### src/pkg/afs_pkg.sv
// afs_pkg: constants, register map and types of the amplifier fault status block
// assumes a single 20 MHz core clock and a plain strobe register port
package afs_pkg;

  // structure
  localparam int STAGES = 4;          // power output stages watched
  localparam int EVT_W = 2 * STAGES;  // sticky event bits
  localparam int ADDR_W = 8;          // register address width
  localparam int DATA_W = 32;         // register data width
  localparam int CNT_W = 8;           // shutdown pulse counter width

  // timing
  localparam int CLK_PERIOD_NS = 50;  // core clock period
  localparam int SD_PULSE_NS = 1000;  // auto-recovery shutdown pulse length
  localparam int SD_PULSE_CYC = (SD_PULSE_NS + CLK_PERIOD_NS - 1) / CLK_PERIOD_NS;

  // register byte offsets
  localparam logic [ADDR_W-1:0] REG_CTRL = 8'h00;    // w: restart latched stages
  localparam logic [ADDR_W-1:0] REG_STATUS = 8'h04;  // sticky events, write one to clear
  localparam logic [ADDR_W-1:0] REG_MASK = 8'h08;    // interrupt mask
  localparam logic [ADDR_W-1:0] REG_LINES = 8'h0c;   // line code and stage state

  // field positions
  localparam int STATUS_SHUT_LSB = 0;       // per stage shutdown entered
  localparam int STATUS_WARN_LSB = STAGES;  // per stage warning rose
  localparam int LINES_CODE_LSB = 0;        // {shutdown, warn} line levels
  localparam int LINES_COND_LSB = 4;        // one-hot decoded condition
  localparam int LINES_SHUT_LSB = 8;        // stages holding shutdown low
  localparam int LINES_AUTO_LSB = 12;       // stages strapped for auto-recovery

  // reset values
  localparam logic [EVT_W-1:0] STATUS_RST = 8'h00;
  localparam logic [EVT_W-1:0] MASK_RST = 8'h00;

  // two-bit line code {shutdown_report_n, overtemp_warn_n}
  localparam logic [1:0] CODE_HOT_ERR = 2'h0;
  localparam logic [1:0] CODE_UV_OR_CUR = 2'h1;
  localparam logic [1:0] CODE_WARN = 2'h2;
  localparam logic [1:0] CODE_NORMAL = 2'h3;

  // one-hot decoded conditions
  localparam logic [3:0] COND_HOT_ERR = 4'h1;
  localparam logic [3:0] COND_UV_OR_CUR = 4'h2;
  localparam logic [3:0] COND_WARN = 4'h4;
  localparam logic [3:0] COND_NORMAL = 4'h8;

  typedef logic [CNT_W-1:0] afs_cnt_t;

  // fault sense of one output stage
  typedef struct packed {
    logic temp_err;   // high temperature error
    logic cur_err;    // high current error
    logic uv_err;     // undervoltage lockout
    logic temp_warn;  // temperature warning level reached
  } afs_stage_flt_t;

  // register port request
  typedef struct packed {
    logic wr;                   // write strobe
    logic rd;                   // read strobe
    logic [ADDR_W-1:0] addr;    // byte address
    logic [DATA_W-1:0] wdata;   // write data
  } afs_bus_req_t;

  typedef enum logic [1:0] {ST_RUN, ST_PULSE, ST_HOLD} afs_stage_st_t;

  // whole state of the block but the reset synchroniser
  typedef struct packed {
    afs_stage_st_t [STAGES-1:0] st;   // per stage recovery state
    afs_cnt_t [STAGES-1:0] cnt;       // per stage pulse counter
    logic [STAGES-1:0] warn_prev;     // warning level last cycle
    logic [EVT_W-1:0] status;         // sticky events
    logic [EVT_W-1:0] mask;           // interrupt enables
    logic [1:0] code;                 // sampled line code
    logic [3:0] cond;                 // decoded condition
    logic [DATA_W-1:0] rdata;         // read answer
    logic sd_oe;                      // pull shutdown line low
    logic otw_oe;                     // pull warning line low
    logic irq;                        // interrupt level
  } afs_state_t;

endpackage

### src/verilog/afs_fault_status.sv
// afs_fault_status: fault collection, open-drain reporting and decode for amp stages
// assumes synchronous inputs, an external pull-up resolving both open-drain lines,
// and a register master that never issues read and write together
`timescale 1ns/1ns
`default_nettype none

module afs_fault_status #(
  parameter int PULSE_CYCLES = afs_pkg::SD_PULSE_CYC  // auto-recovery pulse, cycles
) (
  input wire logic i_core_clk,                                   // core clock, 20 MHz
  input wire logic i_nrst,                                       // async reset, active low
  input wire afs_pkg::afs_bus_req_t i_bus,                       // register request
  output logic [afs_pkg::DATA_W-1:0] o_rdata,                    // read data, cycle after rd
  output logic o_irq,                                            // interrupt level
  input wire afs_pkg::afs_stage_flt_t [afs_pkg::STAGES-1:0] i_stage_flt,  // stage faults
  input wire logic [afs_pkg::STAGES-1:0] i_stage_mode_strap_a,  // mode strap a per stage
  input wire logic [afs_pkg::STAGES-1:0] i_stage_mode_strap_b,  // mode strap b per stage
  input wire logic [afs_pkg::STAGES-1:0] i_stage_mode_strap_c,  // mode strap c per stage
  input wire logic i_shutdown_report_n_in,                       // shutdown line level
  output logic o_shutdown_report_n_out,                          // shutdown drive value
  output logic o_shutdown_report_n_oe,                           // shutdown drive enable
  input wire logic i_overtemp_warn_n_in,                         // warning line level
  output logic o_overtemp_warn_n_out,                            // warning drive value
  output logic o_overtemp_warn_n_oe                              // warning drive enable
);

  logic [1:0] rst_sync_q;  // reset release synchroniser
  logic rst_n;             // synchronised reset for all other logic
  afs_pkg::afs_state_t s_q;  // registered state
  afs_pkg::afs_state_t s_d;  // next state
  logic [afs_pkg::STAGES-1:0] stage_err;   // any stopping fault
  logic [afs_pkg::STAGES-1:0] stage_auto;  // auto-recovery strapped
  logic [afs_pkg::STAGES-1:0] stage_busy;  // holding shutdown now
  logic [afs_pkg::STAGES-1:0] stage_hot;   // warning pull request
  logic [afs_pkg::STAGES-1:0] restart;     // software restart strobe
  logic [afs_pkg::EVT_W-1:0] clr;          // write-one-to-clear mask
  logic [afs_pkg::EVT_W-1:0] evt;          // events this cycle

  // release reset through two flops, assertion stays asynchronous
  // a raw release near an edge could free some flops a cycle before others
  always_ff @(posedge i_core_clk or negedge i_nrst) begin
    if (!i_nrst) begin
      rst_sync_q <= 2'h0;
    end else begin
      rst_sync_q <= {rst_sync_q[0], 1'b1};
    end
  end
  assign rst_n = rst_sync_q[1];

  // per stage decode of faults and straps
  for (genvar g = 0; g < afs_pkg::STAGES; g++) begin : g_stage
    assign stage_err[g] = i_stage_flt[g].temp_err | i_stage_flt[g].cur_err |
                          i_stage_flt[g].uv_err;
    // only the all-low strap pattern recovers by itself
    assign stage_auto[g] = ~i_stage_mode_strap_a[g] & ~i_stage_mode_strap_b[g] &
                           ~i_stage_mode_strap_c[g];
    // any state but run means the stage is sinking the shutdown line
    assign stage_busy[g] = (s_q.st[g] != afs_pkg::ST_RUN);
    // temperature error pulls both lines so the code reads all-low
    assign stage_hot[g] = i_stage_flt[g].temp_warn | i_stage_flt[g].temp_err;
  end

  // next state: register writes, stage machines, line drive, decode, reads
  always_comb begin
    s_d = s_q;
    // strobes of this cycle, idle unless a write or a stage event says otherwise
    restart = '0;
    clr = '0;
    evt = '0;
    // register writes
    // only the low bits of each word carry anything, the rest is ignored
    if (i_bus.wr) begin
      case (i_bus.addr)
        afs_pkg::REG_CTRL: begin
          restart = i_bus.wdata[afs_pkg::STAGES-1:0];
        end
        afs_pkg::REG_STATUS: begin
          clr = i_bus.wdata[afs_pkg::EVT_W-1:0];
        end
        afs_pkg::REG_MASK: begin
          s_d.mask = i_bus.wdata[afs_pkg::EVT_W-1:0];
        end
        default: begin
          // unmapped and read-only writes are dropped
        end
      endcase
    end
    // stage recovery machines
    for (int k = 0; k < afs_pkg::STAGES; k++) begin
      // rising level only, so a warning that stays up counts once
      s_d.warn_prev[k] = i_stage_flt[k].temp_warn;
      if (i_stage_flt[k].temp_warn && !s_q.warn_prev[k]) begin
        evt[afs_pkg::STATUS_WARN_LSB + k] = 1'b1;
      end
      // one small machine per stage; stages never wait on each other
      case (s_q.st[k])
        afs_pkg::ST_RUN: begin
          if (stage_err[k]) begin
            // every stopping fault is recorded, whatever the strap pattern
            evt[afs_pkg::STATUS_SHUT_LSB + k] = 1'b1;
            if (stage_auto[k]) begin
              s_d.st[k] = afs_pkg::ST_PULSE;
              s_d.cnt[k] = afs_pkg::afs_cnt_t'(PULSE_CYCLES - 1);
            end else begin
              s_d.st[k] = afs_pkg::ST_HOLD;
            end
          end
        end
        afs_pkg::ST_PULSE: begin
          // short report, then restart on its own; a lasting fault re-pulses
          if (s_q.cnt[k] == '0) begin
            s_d.st[k] = afs_pkg::ST_RUN;
          end else begin
            s_d.cnt[k] = s_q.cnt[k] - 1'b1;
          end
        end
        afs_pkg::ST_HOLD: begin
          // latched stage waits for software, and only once the fault has gone
          if (restart[k] && !stage_err[k]) begin
            s_d.st[k] = afs_pkg::ST_RUN;
          end
        end
        default: begin
          // stray encoding falls back to run rather than locking up
          s_d.st[k] = afs_pkg::ST_RUN;
        end
      endcase
    end
    // sticky events, a new event wins over a clear in the same cycle
    s_d.status = (s_q.status & ~clr) | evt;
    // wired-OR of stages: any one stage pulling drives the shared line low
    s_d.sd_oe = 1'b0;
    s_d.otw_oe = 1'b0;
    for (int k = 0; k < afs_pkg::STAGES; k++) begin
      s_d.sd_oe = s_d.sd_oe | (s_d.st[k] != afs_pkg::ST_RUN);
      s_d.otw_oe = s_d.otw_oe | stage_hot[k];
    end
    // decode of the resolved lines as one two-bit code
    // the lines are taken after the pull-up has resolved them, so any
    // other driver sharing the wire shows up in the code as well
    s_d.code = {i_shutdown_report_n_in, i_overtemp_warn_n_in};
    case (s_d.code)
      afs_pkg::CODE_HOT_ERR: begin
        s_d.cond = afs_pkg::COND_HOT_ERR;
      end
      afs_pkg::CODE_UV_OR_CUR: begin
        s_d.cond = afs_pkg::COND_UV_OR_CUR;
      end
      afs_pkg::CODE_WARN: begin
        s_d.cond = afs_pkg::COND_WARN;
      end
      default: begin
        s_d.cond = afs_pkg::COND_NORMAL;
      end
    endcase
    // from next status and mask, so the level moves in step with them
    s_d.irq = |(s_d.status & s_d.mask);
    // read answer stands for exactly one cycle
    // zero outside the answer cycle lets a bus mux simply or slaves together
    s_d.rdata = '0;
    if (i_bus.rd) begin
      case (i_bus.addr)
        afs_pkg::REG_STATUS: begin
          s_d.rdata[afs_pkg::EVT_W-1:0] = s_q.status;
        end
        afs_pkg::REG_MASK: begin
          s_d.rdata[afs_pkg::EVT_W-1:0] = s_q.mask;
        end
        afs_pkg::REG_LINES: begin
          s_d.rdata[afs_pkg::LINES_CODE_LSB +: 2] = s_q.code;
          s_d.rdata[afs_pkg::LINES_COND_LSB +: 4] = s_q.cond;
          s_d.rdata[afs_pkg::LINES_SHUT_LSB +: afs_pkg::STAGES] = stage_busy;
          s_d.rdata[afs_pkg::LINES_AUTO_LSB +: afs_pkg::STAGES] = stage_auto;
        end
        default: begin
          // control register and unmapped addresses read as zero
        end
      endcase
    end
  end

  // state register
  // everything but the reset synchroniser lives in this one register
  always_ff @(posedge i_core_clk or negedge rst_n) begin
    if (!rst_n) begin
      s_q <= '{st: {afs_pkg::STAGES{afs_pkg::ST_RUN}}, cnt: '0, warn_prev: '0,
               status: afs_pkg::STATUS_RST, mask: afs_pkg::MASK_RST,
               code: afs_pkg::CODE_NORMAL, cond: afs_pkg::COND_NORMAL,
               rdata: '0, sd_oe: 1'b0, otw_oe: 1'b0, irq: 1'b0};
    end else begin
      s_q <= s_d;
    end
  end

  // outputs straight from flops; drive value is always low
  // a stage may only sink a shared line, never source it
  assign o_rdata = s_q.rdata;
  assign o_irq = s_q.irq;
  assign o_shutdown_report_n_out = 1'b0;
  assign o_overtemp_warn_n_out = 1'b0;
  assign o_shutdown_report_n_oe = s_q.sd_oe;
  assign o_overtemp_warn_n_oe = s_q.otw_oe;

  // checks on decode and line drive
  // decode checks compare against line levels, not against stage causes
  a_hot_err_decode: assert property (@(posedge i_core_clk) disable iff (!rst_n)
    (!i_shutdown_report_n_in && !i_overtemp_warn_n_in) |=>
      s_q.cond == afs_pkg::COND_HOT_ERR)
    else $error("both lines low not decoded as hot error");
  a_uv_cur_decode: assert property (@(posedge i_core_clk) disable iff (!rst_n)
    (!i_shutdown_report_n_in && i_overtemp_warn_n_in) |=>
      s_q.cond == afs_pkg::COND_UV_OR_CUR)
    else $error("shutdown-only code not decoded as undervoltage or current");
  a_warn_normal_decode: assert property (@(posedge i_core_clk) disable iff (!rst_n)
    i_shutdown_report_n_in |=>
      s_q.cond == ($past(i_overtemp_warn_n_in) ? afs_pkg::COND_NORMAL
                                               : afs_pkg::COND_WARN))
    else $error("warning or normal code decoded wrongly");
  a_sd_wired_or: assert property (@(posedge i_core_clk) disable iff (!rst_n)
    o_shutdown_report_n_oe == (|stage_busy))
    else $error("shutdown drive does not follow stage shutdowns");
  a_otw_wired_or: assert property (@(posedge i_core_clk) disable iff (!rst_n)
    rst_n |=> o_overtemp_warn_n_oe == $past(|stage_hot))
    else $error("warning drive does not follow stage warnings");
  a_open_drain_low: assert property (@(posedge i_core_clk) disable iff (!rst_n)
    !o_shutdown_report_n_out && !o_overtemp_warn_n_out)
    else $error("open-drain pin would drive high");
  a_irq_level: assert property (@(posedge i_core_clk) disable iff (!rst_n)
    o_irq == (|(s_q.status & s_q.mask)))
    else $error("interrupt does not match unmasked status");
  a_read_one_cycle: assert property (@(posedge i_core_clk) disable iff (!rst_n)
    !i_bus.rd |=> o_rdata == '0)
    else $error("read data stands beyond its cycle");
  // an event and a clear in one cycle: the event must survive
  a_event_wins_clear: assert property (@(posedge i_core_clk) disable iff (!rst_n)
    (rst_n && evt != '0) |=> (s_q.status & $past(evt)) == $past(evt))
    else $error("event bit lost to a clear");

  // per stage recovery checks
  // antecedents that start from run and read inputs also ask for rst_n, so the release edge,
  // where the state is still held in reset, starts no attempt
  for (genvar g = 0; g < afs_pkg::STAGES; g++) begin : g_chk
    a_auto_pulse_start: assert property (@(posedge i_core_clk) disable iff (!rst_n)
      (rst_n && s_q.st[g] == afs_pkg::ST_RUN && stage_err[g] && stage_auto[g]) |=>
        (s_q.st[g] == afs_pkg::ST_PULSE && o_shutdown_report_n_oe &&
         s_q.cnt[g] == afs_pkg::afs_cnt_t'(PULSE_CYCLES - 1)))
      else $error("auto-recovery stage did not start its pulse");
    a_auto_pulse_end: assert property (@(posedge i_core_clk) disable iff (!rst_n)
      (s_q.st[g] == afs_pkg::ST_PULSE && s_q.cnt[g] == '0) |=>
        s_q.st[g] == afs_pkg::ST_RUN)
      else $error("auto-recovery stage did not restart");
    a_strap_latch: assert property (@(posedge i_core_clk) disable iff (!rst_n)
      (rst_n && s_q.st[g] == afs_pkg::ST_RUN && stage_err[g] && !stage_auto[g]) |=>
        s_q.st[g] == afs_pkg::ST_HOLD)
      else $error("strapped latch stage did not hold shutdown");
    a_event_sticky: assert property (@(posedge i_core_clk) disable iff (!rst_n)
      (rst_n && s_q.st[g] == afs_pkg::ST_RUN && stage_err[g]) |=>
        s_q.status[afs_pkg::STATUS_SHUT_LSB + g])
      else $error("shutdown event not recorded");
    // a latched stage refuses restart while its fault is still there
    a_hold_refused: assert property (@(posedge i_core_clk) disable iff (!rst_n)
      (s_q.st[g] == afs_pkg::ST_HOLD && stage_err[g]) |=>
        s_q.st[g] == afs_pkg::ST_HOLD)
      else $error("latched stage left hold with its fault present");
    a_hold_restart: assert property (@(posedge i_core_clk) disable iff (!rst_n)
      (s_q.st[g] == afs_pkg::ST_HOLD && restart[g] && !stage_err[g]) |=>
        s_q.st[g] == afs_pkg::ST_RUN)
      else $error("latched stage ignored its restart");
    // the counter never starts above the programmed pulse length
    a_pulse_bounded: assert property (@(posedge i_core_clk) disable iff (!rst_n)
      s_q.st[g] == afs_pkg::ST_PULSE |-> int'(s_q.cnt[g]) < PULSE_CYCLES)
      else $error("pulse counter beyond its length");
    a_warn_event: assert property (@(posedge i_core_clk) disable iff (!rst_n)
      (rst_n && i_stage_flt[g].temp_warn && !s_q.warn_prev[g]) |=>
        s_q.status[afs_pkg::STATUS_WARN_LSB + g])
      else $error("warning rise not recorded");
  end

  // main scenarios
  c_auto_pulse: cover property (@(posedge i_core_clk) disable iff (!rst_n)
    s_q.st[0] == afs_pkg::ST_PULSE ##1 s_q.st[0] == afs_pkg::ST_RUN);
  c_latched_restart: cover property (@(posedge i_core_clk) disable iff (!rst_n)
    s_q.st[0] == afs_pkg::ST_HOLD ##1 s_q.st[0] == afs_pkg::ST_RUN);
  c_hot_err_code: cover property (@(posedge i_core_clk) disable iff (!rst_n)
    s_q.cond == afs_pkg::COND_HOT_ERR);
  c_irq_raised: cover property (@(posedge i_core_clk) disable iff (!rst_n)
    $rose(o_irq));
  c_refused_restart: cover property (@(posedge i_core_clk) disable iff (!rst_n)
    s_q.st[1] == afs_pkg::ST_HOLD && restart[1] && stage_err[1]);

endmodule

`default_nettype wire

### config.mk
export PLATFORM = sky130hd
export DESIGN_NAME = afs_fault_status
export DESIGN_NICKNAME = d
export VERILOG_FILES = /design/src/pkg/afs_pkg.sv /design/src/verilog/afs_fault_status.sv
export SDC_FILE = /design/constraint.sdc
export NUM_CORES = 1
export LEC_CHECK = 0
export BUFFER_PORTS_ARGS = -buffer_cell sky130_fd_sc_hd__buf_2
export CAP_MARGIN = 20
export CORE_MARGIN = 2
export CORE_UTILIZATION = 45
export CTS_CLUSTER_SIZE = 30
export DETAILED_ROUTE_END_ITERATION = 10
export PLACE_DENSITY = 0.78
export SLEW_MARGIN = 10
export SYNTH_ARGS = -nofsm -noshare
export SYNTH_HDL_FRONTEND = slang
export SYNTH_SLANG_ARGS = --single-unit
### constraint.sdc
create_clock -name i_core_clk -period 8.3 [get_ports i_core_clk]
set_input_delay 1.245 -clock i_core_clk [delete_from_list [all_inputs] [get_ports i_core_clk]]
set_output_delay 1.245 -clock i_core_clk [all_outputs]
set_load 0.1 [all_outputs]
======== After elaboration in Yosys (flattened, before gate mapping) ========
Index checks and enable logic that the tools add are counted.
cells by class
  $add $sub $neg .......................... 4
  $mul .................................... 0
  divide/modulo/power cells ............... 0
  magnitude comparators ................... 0
  equality and inequality tests ........... 25
  shifts and indexed selects .............. 0
  muxes and demuxes ....................... 60
  bitwise operators ....................... 42
  reduce and logical (&&, ||, !) cells .... 43
operators with widths
  kind                   count
  $mux W8                17
  $pmux W8 S2            4
  $logic_not A8 Y1       5
  $mux W2                16
  $sub A8 B1 Y8 const B  4
  $pmux W2 S3            5
  $ne A2 B2 Y1 const B   12
  $pmux W4 S3            2
  $reduce_bool A2 Y1     12
  $or A1 B1 Y1           18
  $and A8 B8 Y8          2
  $eq A8 B4 Y1 const B   2
  $mux W16               1
  $reduce_and A4 Y1      4
  $mux W1                12
  $not A1 Y1             12
  $eq A2 B1 Y1 const B   5
  $eq A2 B2 Y1 const B   5
  $logic_not A2 Y1       5
  $and A1 B1 Y1          8
  $eq A8 B3 Y1 const B   1
  $logic_and A1 B1 Y1    8
  $logic_not A1 Y1       8
  $mux W4                2
  other kinds (4)        4
word-level totals
  register bits after elaboration ......... 87
  bits in latches ......................... 0
  bits in writable memories ............... 0
  ROM bits ................................ 0
  input bits .............................. 74
  output and inout bits ................... 37
  word-level logic and storage cells ...... 192
  memories kept ........................... 0

======== Logic depth before layout (Yosys ltp) ========
Gate-level depths: netlist of the first run.
  word-level depth ........................ 10
  gate-level depth with buffers ........... 8
  gate-level depth less buffers ........... 8

======== Worst setup path before layout of the first run ========
OpenSTA, ideal clock, no wires.
  path type ............................... input to register
  from .................................... input i_bus[33] (netlist name)
  to ...................................... register s_q, in the netlist o_irq
  arrival time ............................ 2757 ps
  slack ................................... 5408 ps
  stages .................................. 5
  cells stage by stage .................... nor4_2 -> nand4_1 -> mux2_2 -> a222oi_1 -> nand4_1
RTL lines
  what                  RTL line                 text
  start, declared       afs_fault_status.sv:12   input wire afs_pkg::afs_bus_req_t i_bus,
  end signal, assigned  afs_fault_status.sv:186  s_q <= '{st: {afs_pkg::STAGES{afs_pkg::ST_RUN}}, cnt: '0, warn_prev: '0,
  end, declared         afs_fault_status.sv:29   afs_pkg::afs_state_t s_q;

==> impl_metrics.tcl, run 1 <==
set metrics [dict create \
    relSlewSlack_pct 46.6 \
    worstPathArrival_ns 3.23 \
    grt_pass1_wl_um 13700 \
    seq_area_frac_synth_pct 52.6 \
    core.rowCount 35 \
    worst-setup-path-type "in -> reg" \
    cts_tree "done" \
    htree_levels 3 \
    switching_share_pct 30.3 \
    combPwrFrac_pct 13.5 \
    postRouteAntennaNets 0 \
    cts.path.max_buffers 2 \
    drtPass1Iterations 4 \
    min_period_ns 3.00 \
    areaGrowthSynthToFinish_pct 11.2 \
    dp_hpwl_um 5820 \
    yosysMostFrequentCell "dfrtp_1" \
    cts_root_buf "clkbuf_8" \
    finalSetupViolCount 0 \
    hold_buffers 0 \
    worstMarginPinSlew_ns 0.794 \
    initial_core_util_pct 45.7 \
    pin_count 111 \
    avgViaCountPerCell 5.21 \
    wl_per_cell_um 14.6 \
    p_leak_nw 2.12 \
    nets 526 \
    synthFlopType "dfrtp_1" \
    cts_setup_buffers 0 \
    placed_cell_area_um2 4410 \
    cp_common_cell "nand4_1" \
    place_congestion 0.833 \
    startpoint_type "input pin" \
    p_int_uw 583 \
    die_y_um 100 \
    coreArea_um2 9060 \
    async_flop_share_pct 100 \
    yosys-top-cells-area "dfrtp_1, buf_4, nor2_1, xor2_1, mux2_1" \
    status "finished, final reports clean" \
    vias 2930 \
    grt_max_degree 86 \
    synth-edff-count 0 \
    finClkSkew_ns 0.0121 \
    netlist_area_um2 4140 \
    syn_area_per_cell_um2 10.7 \
    numCtsBuffers 9 \
    rsz0062_at_grt "no" \
    drv_cap 0 \
    drive_above_1_share_pct 23.1 \
    antenna_found_initial 0 \
    grt_pass1_vias 2917 \
    worst_ir_drop_vdd_v 0.0000969 \
    diodes 0 \
    synth_common_cells "dfrtp_1, nor2_1, buf_4" \
    clock-sinks 87 \
    yosysUniqueCellTypes 57 \
    clk_pin_slew_ns 0.09 \
    clock_latency_ns 0.36 \
    final_max_slew_viol_count 0 \
    cp_slowest_stage_delay_ns 0.50 \
    fmax_mhz 333 \
    end_kind "flop" \
    dieArea_um2 9990 \
    wirelength_um 8200 \
    hp-class "reg -> async" \
    p_per_area_nw_per_um2 181 \
    cp_slowest_cell "nand4_1" \
    port_buffers 68 \
    cts_resized 0 \
    setup_tns_ns 0 \
    post-route-drc-count 0 \
    crit_buf_inv 1 \
    cp_top_family "simple AND/OR/NAND/NOR gates" \
    fin_crit_sh_pct 36.2 \
    seqPwrFrac_pct 54.8 \
    p_sw_uw 253 \
    power.share.clock_pct 31.7 \
    die_w_um 100 \
    postLayoutCellArea_um2 4610 \
    critPathRequiredTime_ns 8.52 \
    synth_top_area_share_pct 50.7 \
    overflow 0 \
    grt.total_usage_pct 17.4 \
    hold_viol_final 0 \
    crit_chain "buf_2, nor4_2, nand4_1, mux2_2, a222oi_1, nand4_1" \
    synth_top_cell_by_area "dfrtp_1" \
    path_max_fanout 8 \
    syn_inst 388 \
    ys_ff_latch 87 \
    drt-initial-drc-count 107 \
    yosys_warnings 0 \
]
worst paths after layout:
| check | start | end | slack (ns) | cells after the start |
|---|---|---|---|---|
| worst max-delay path | i_bus[33] | o_irq | 5.30 | 6 |
| worst min-delay path | rst_sync_q[1] | o_rdata[13] | 0.29 | 0 |
| worst max register to register | s_q[71] | o_shutdown_report_n_oe | 5.89 | 5 |
| worst min register to register | rst_sync_q[1] | o_rdata[13] | 0.29 | 0 |
| max in group asynchronous | rst_sync_q[1] | s_q[97] | 7.40 | 1 |
| min in group i_core_clk | rst_sync_q[0] | rst_sync_q[1] | 0.37 | 0 |
cell type report:
class	count	area [um2]
clock inverters	6	43.8
repair buffers	70	375
inverters	22	87.6
multi-input cells	256	1650
well taps	111	139
fillers	805	4460
flip-flops and latches	87	2180
clock buffers	10	128
power groups by stage:
stage          Combinational, mW  Sequential, mW  Clock (mW)
3_3_place_gp               0.104           0.469           0
5_1_grt                    0.123           0.461       0.295
4_1_cts                    0.107           0.462       0.271
3_5_place_dp               0.106           0.471           0
6_report                   0.113           0.458       0.265
2_1_floorplan             0.0796           0.475           0
state kept, by name, summed over array words and instances, names as in the netlist:
signal                  flops
s_q                        66
o_rdata                    16
rst_sync_q                  2
o_irq                       1
o_overtemp_warn_n_oe        1
o_shutdown_report_n_oe      1
metal layers:
metal	GRT usage, %	up-vias	part of all wire, %
li1	-	1417	-
met1	22.6	1425	45
met2	29.7	80	50
met3	3.27	8	3.9
met4	5.69	0	1.1
met5	0	-	0
metrics by stage:
step	power, mW	std cells	hold WS [ns]	utilization [%]	worst slack [ns]
finish	0.836	562	0.287	50.8	5.30
global route	0.878	562	0.332	50.8	5.15
CTS	0.841	561	0.367	50.5	5.31
detailed placement	0.577	545	0.346	48.7	4.93
global placement	0.574	545	0.338	48.7	4.90
floorplan	0.555	405	0.331	-	5.41
cell usage in the layout (no fill, tap or decap), types with 2 or more instances in the layout:
cell,n
mux2i_1,2
nand3_1,8
nand2b_1,5
ha_1,6
clkbuf_8,9
nor2_1,58
or3_1,10
buf_2,68
o31ai_1,5
nor2b_1,10
xor2_1,20
clkinv_4,2
mux2_2,4
nand4_1,5
nand2_1,9
mux2_1,8
o21ai_1,3
a311oi_1,3
a22oi_1,10
a221o_1,4
nor3_1,15
inv_6,2
o22a_1,2
nand4b_1,2
dfstp_2,3
inv_1,20
conb_1,19
nor4_1,4
a21oi_1,12
o211ai_1,2
nor4_2,4
or4_1,2
dfrtp_1,83
or3b_1,2
clkinv_2,2
logic make-up (layout without fill, tap and decap cells):
| family | after synthesis | count (layout) | share of synthesized area, % |
|---|---|---|---|
| simple gates | 144 | 144 | 18.7 |
| flops | 87 | 87 | 52.6 |
| buf+inv | 62 | 108 | 9.06 |
| compound gates | 52 | 52 | 9.45 |
| xor+xnor | 21 | 21 | 4.44 |
| mux | 14 | 14 | 3.74 |
| fa+ha+maj | 6 | 6 | 1.81 |
| other cells | 2 | 19 | 0.181 |
Note: power is estimated with default switching activity, not from simulation.
==> inputs of run 2 (changes only) <==
--- a/config.mk
+++ b/config.mk
@@ -5,13 +5,14 @@
 export SDC_FILE = /design/constraint.sdc
 export NUM_CORES = 1
 export LEC_CHECK = 0
+export ABC_AREA = 1
 export BUFFER_PORTS_ARGS = -buffer_cell sky130_fd_sc_hd__buf_2
 export CAP_MARGIN = 20
 export CORE_MARGIN = 2
 export CORE_UTILIZATION = 45
 export CTS_CLUSTER_SIZE = 30
 export DETAILED_ROUTE_END_ITERATION = 10
-export PLACE_DENSITY = 0.78
+export PLACE_DENSITY = 0.8
 export SLEW_MARGIN = 10
 export SYNTH_ARGS = -nofsm -noshare
 export SYNTH_HDL_FRONTEND = slang
==> constraint.sdc (replaced) <==
create_clock -name i_core_clk -period 2.7 [get_ports i_core_clk]
set_input_delay 0.405 -clock i_core_clk [delete_from_list [all_inputs] [get_ports i_core_clk]]
set_output_delay 0.405 -clock i_core_clk [all_outputs]
set_load 0.1 [all_outputs]
==> impl_metrics.tcl, run 2 <==
set metrics [dict create \
    status "finished, final reports clean" \
    worstMarginPinSlew_ns 0.538 \
    multi_input_area_um2 1890 \
    wirelength_um 9540 \
    ys_ff_latch 87 \
    drive_above_1_share_pct 21.4 \
    fin_util_pct 51.8 \
    numCtsBuffers 9 \
    worst_ir_drop_vdd_v 0.000299 \
    path_max_fanout 11 \
    synth-edff-count 0 \
    postRouteAntennaNets 0 \
    seq_area_um2 2180 \
    wl_per_cell_um 12.6 \
    diodes 0 \
    placed_cell_area_um2 4870 \
    syn_inst 565 \
    areaGrowthSynthToFinish_pct 10.8 \
    max_flop_register "s_q" \
    post-place-ws_ns 0.873 \
    core.rowCount 36 \
    critPathRequiredTime_ns 2.95 \
    grt_pass1_vias 3594 \
    pin_count 111 \
    dp_hpwl_um 6950 \
    fillers 924 \
    coreArea_um2 9860 \
    clock_latency_ns 0.36 \
    yosysUniqueCellTypes 38 \
    fmax_mhz 586 \
    yosys-top-cells-area "dfrtp_1, nand2_1, buf_4, inv_1, nor2_1" \
    die_w_um 105 \
    netlist_area_um2 4620 \
    initial_core_util_pct 46.8 \
    dieArea_um2 11100 \
    cts_resized 0 \
    nets 702 \
    seq_area_frac_synth_pct 47.2 \
    worstPathArrival_ns 1.95 \
    cp_slowest_cell "dfrtp_1" \
    p_per_area_nw_per_um2 591 \
    fin_crit_sh_pct 63.2 \
    cts_tree "done" \
    crit_chain "inv_1, ha_1, nand3_1, o21ai_4, o21ai_2, inv_1, nand2_1, nor2_1, nand2_1" \
    grt_max_degree 86 \
    largest_register_ffs 66 \
    cp_slowest_stage_delay_ns 0.39 \
    end_kind "flop" \
    setup_tns_ns 0 \
    min_period_ns 1.71 \
    synthFlopType "dfrtp_1" \
    syn_area_per_cell_um2 8.17 \
    postLayoutCellArea_um2 5110 \
    post-route-drc-count 0 \
    startpoint_type "flop" \
    avgViaCountPerCell 4.84 \
    final_cells 760 \
    worst_slack_ns 0.993 \
    final_common_cell "nand2_1" \
    worst-setup-path-type "reg -> reg" \
    rsz0062_at_grt "no" \
    cts_root_buf "clkbuf_8" \
    die_y_um 105 \
    drv_cap 0 \
    final_max_slew_viol_count 0 \
    grt_pass1_wl_um 16000 \
    htree_levels 3 \
    antenna_found_initial 0 \
    synth_top_cell_by_area "dfrtp_1" \
    grt.total_usage_pct 18.0 \
    yosys_warnings 0 \
    relSlewSlack_pct 63.9 \
    synth_common_cells "nand2_1, dfrtp_1, inv_1" \
    finClkSkew_ns 0.0107 \
    cts.path.max_buffers 2 \
    overflow 0 \
    vias 3678 \
    final_cell_mix "nand2_1, dfrtp_1, inv_1, buf_2, nor2_1" \
    drt-initial-drc-count 174 \
    clk_pin_slew_ns 0.09 \
    async_flop_share_pct 100 \
    synth_top_area_share_pct 45.5 \
    yosysMostFrequentCell "nand2_1" \
    finalSetupViolCount 0 \
    p_leak_nw 2.71 \
    place_congestion 0.872 \
    hp-class "in -> reg" \
    port_buffers 68 \
    hold_viol_final 0 \
    drtPass1Iterations 4 \
    clock-sinks 87 \
    dp_cells 742 \
]
## run 2: changes by cell type in the layout (fill, tap and decap cells not counted), moves of 7 or more
cell and change:
a22oi_1 -8, inv_1 +48, mux2_1 -8, nand2_1 +131
nand2_2 +7, nand3_1 +26, nand3b_1 +9, nand4_1 +8
nor2_2 +10, nor2b_1 -10, nor3_1 -9, o21ai_1 +16
or3_1 -10, xor2_1 -13
## run 2: routing by layer
| layer | track usage [%] | part of all wire [%] | vias up |
|---|---|---|---|
| met1 | 22.1 | 42 | 1712 |
| met2 | 31.3 | 50 | 113 |
| met5 | 0 | 0 | - |
| met4 | 6.57 | 2.1 | 0 |
| li1 | - | - | 1836 |
| met3 | 3.65 | 5.7 | 17 |
## run 2: cells by family (layout without fill, tap and decap cells)
group	count (synthesis)	in the layout	synth area share, %
fa+ha+maj	6	6	1.63
other cells	2	19	0.163
compound gates	47	47	5.88
flops	87	87	47.2
xor+xnor	7	7	1.33
simple gates	298	298	30.5
buf+inv	118	163	13.2
## run 2: report_power, final
group | internal (mW) | switching, mW
registers | 1.39 | 0.0645
clock network | 0.456 | 0.484
logic | 0.177 | 0.450
total | 2.02 | 0.999
## run 2: worst paths after layout
check                                    start                endpoint  slack, ns  depth (start not counted)
worst min register to register   rst_sync_q[1]                 s_q[74]       0.25                          0
min in group asynchronous        rst_sync_q[1]                 s_q[74]       0.25                          0
max in group asynchronous        rst_sync_q[1]                 s_q[40]       1.80                          1
worst min-delay path            i_stage_flt[0]                 s_q[57]       0.18                          1
worst max register to register         s_q[77]  o_shutdown_report_n_oe       0.99                          9
worst max-delay path                   s_q[77]  o_shutdown_report_n_oe       0.99                          9
## run 2: per-stage QoR
| stage | power (mW) | hold WS [ns] |
|---|---|---|
| after detailed placement | 2.10 | 0.193 |
| final | 3.02 | 0.181 |
| after global routing | 3.18 | 0.167 |
| after global placement | 2.07 | 0.190 |
| after floorplan | 1.99 | 0.109 |
| after CTS | 3.04 | 0.164 |
## run 2: final cells by class
| cell class | count | share of cell area (%) |
|---|---|---|
| clock buffers | 10 | 2.69 |
| clock inverters | 6 | 1.32 |
| inverters | 77 | 5.68 |
| multi-input cells | 377 | 36.9 |
| flip-flops and latches | 87 | 42.7 |
| well taps | 133 | 3.26 |
| repair buffers | 70 | 7.39 |
## run 2: critical path: cells and delay by family (launching register included)
family                     cells  cell delay, ns
AOI/OAI and AO/OA              2            0.41
adders and majority gates      1            0.16
buffers and inverters          2            0.26
DFF                            1            0.39
and+or+nand+nor                4            0.37
## run 2: what timing repair did
| action | in CTS | in global routing |
|---|---|---|
| setup buffers | 0 | 0 |
| hold buffers | 1 | 0 |
| endpoints found under the hold margin | 2 | 0 |
==> inputs of run 3 (changes only) <==
--- a/config.mk
+++ b/config.mk
@@ -12,7 +12,7 @@
 export CORE_UTILIZATION = 45
 export CTS_CLUSTER_SIZE = 30
 export DETAILED_ROUTE_END_ITERATION = 10
-export PLACE_DENSITY = 0.8
+export PLACE_DENSITY = 0.77
 export SLEW_MARGIN = 10
 export SYNTH_ARGS = -nofsm -noshare
 export SYNTH_HDL_FRONTEND = slang
==> constraint.sdc (replaced) <==
create_clock -name i_core_clk -period 1.7 [get_ports i_core_clk]
set_input_delay 0.255 -clock i_core_clk [delete_from_list [all_inputs] [get_ports i_core_clk]]
set_output_delay 0.255 -clock i_core_clk [all_outputs]
set_load 0.1 [all_outputs]
==> impl_metrics.tcl, run 3 (synthesis results as in run 2) <==
set metrics [dict create \
    place_congestion 0.879 \
    core.rowCount 36 \
    max_flop_register "s_q" \
    switching_share_pct 34.3 \
    placed_cell_area_um2 4940 \
    port_buffers 68 \
    coreArea_um2 9860 \
    holdWs_ns 0.0173 \
    htree_levels 3 \
    dp_cells 750 \
    critPathRequiredTime_ns 1.97 \
    final_cells 771 \
    fin_util_pct 52.8 \
    end_kind "flop" \
    clk_pin_slew_ns 0.09 \
    die_w_um 105 \
    final_cell_mix "nand2_1, dfrtp_1, buf_2, inv_1, nor2_1" \
    p_int_mw 3.21 \
    setup_tns_ns 0 \
    status "finished, final reports clean" \
    dieArea_um2 11100 \
    pin_count 111 \
    combPwrFrac_pct 21.4 \
    worst_slack_ns 0.0706 \
    vias 3696 \
    p_sw_mw 1.67 \
    drive_above_1_share_pct 23.7 \
    antenna_found_initial 0 \
    fmax_mhz 614 \
    grt_max_degree 49 \
    startpoint_type "flop" \
    path_max_fanout 5 \
    crit_start "s_q[87]" \
    wl_per_cell_um 12.7 \
    worst-setup-path-type "reg -> reg" \
    postLayoutCellArea_um2 5210 \
    r2r_cells 11 \
    finalSetupViolCount 0 \
    finClkSkew_ns 0.00941 \
    drv_cap 0 \
    hp-class "in -> reg" \
    power.share.clock_pct 31.5 \
    relSlewSlack_pct 61.3 \
    wirelength_um 9770 \
    areaGrowthSynthToFinish_pct 12.9 \
    drt-initial-drc-count 210 \
    cts.path.max_buffers 2 \
    post-route-drc-count 0 \
    worst_ir_drop_vdd_v 0.000343 \
    rr_startpoint "s_q[87]" \
    initial_core_util_pct 46.8 \
    largest_register_ffs 66 \
    numCtsBuffers 9 \
    grt.total_usage_pct 18.5 \
    worstMarginPinSlew_ns 0.580 \
    cts_root_buf "clkbuf_8" \
    final_common_cell "nand2_1" \
    dp_hpwl_um 7290 \
    nets 713 \
    worstPathArrival_ns 1.90 \
    min_path_cells 1 \
    drtPass1Iterations 4 \
    die_y_um 105 \
    fin_crit_sh_pct 95.8 \
    p_leak_nw 2.76 \
    clock_latency_ns 0.38 \
    grt_pass1_vias 3599 \
    p_per_area_nw_per_um2 938 \
    grt_pass1_wl_um 16400 \
    hold_start "i_stage_flt[12]" \
    power_mw 4.89 \
    overflow 0 \
    cts_tree "done" \
    final_max_slew_viol_count 0 \
    post-place-ws_ns 0.0655 \
    postRouteAntennaNets 0 \
    min_period_ns 1.63 \
    clock-sinks 87 \
    seqPwrFrac_pct 47.2 \
    avgViaCountPerCell 4.79 \
    diodes 0 \
    hold_viol_final 0 \
]
run 3: changes by cell type in the layout (fill, tap and decap cells not counted), moves of 2 or more:
cell	before	now
nand2_4	1	3
inv_2	7	10
inv_8	0	2
buf_4	0	11
inv_1	68	65
inv_6	1	3
run 3: critical path: stages, from the launching register on:
cell     delay (ns)
dfrtp_1        0.41
inv_1          0.10
nand2_1        0.08
nor2_2         0.12
nand3_1        0.12
nand2_2        0.11
o21ai_2        0.07
buf_4          0.15
inv_1          0.09
nand2_1        0.05
nor2_1         0.13
nand2_1        0.07
run 3: routing by layer:
metal  vias to the layer above  wire length [um]  track usage (%)
met5                         -                 0                0
met4                         0               249             9.24
met3                        18               468             2.66
met1                      1718              4320             24.5
li1                       1868                 -                -
met2                        92              4730             29.9
run 3: power by group through the flow:
stage          Combinational, mW  Sequential, mW  Clock, mW
5_1_grt                     1.17            2.32       1.66
3_5_place_dp                1.03            2.34          0
2_1_floorplan              0.766            2.39          0
3_3_place_gp               0.971            2.33          0
4_1_cts                     1.04            2.30       1.56
6_report                    1.04            2.30       1.54
run 3: what timing repair did:
action | 4_1_cts | 5_1_grt
endpoints found under the setup margin | 0 | 4
gates resized for setup | 0 | 8
buffers inserted | 0 | 4
hold buffers | 1 | 0
hold endpoints to repair | 2 | 0
run 3: worst paths after layout:
kind                                          endpoint  slack (ns)
min in group asynchronous                rst_sync_q[0]        0.18
max in group asynchronous                      s_q[82]        0.88
worst max register to register  o_shutdown_report_n_oe        0.07
worst min-delay path                           s_q[60]        0.02
worst max-delay path            o_shutdown_report_n_oe        0.07
worst min register to register           rst_sync_q[1]        0.36
run 3: final cells by class:
cell class                 instances  area, um2
sequential                        87       2180
clock buffer                       9        124
timing repair buffer              81        453
clock inverter                     7       86.3
fill                             907       4650
multi-input combinational        377       1910
inverter                          77        290
tap                              133        166
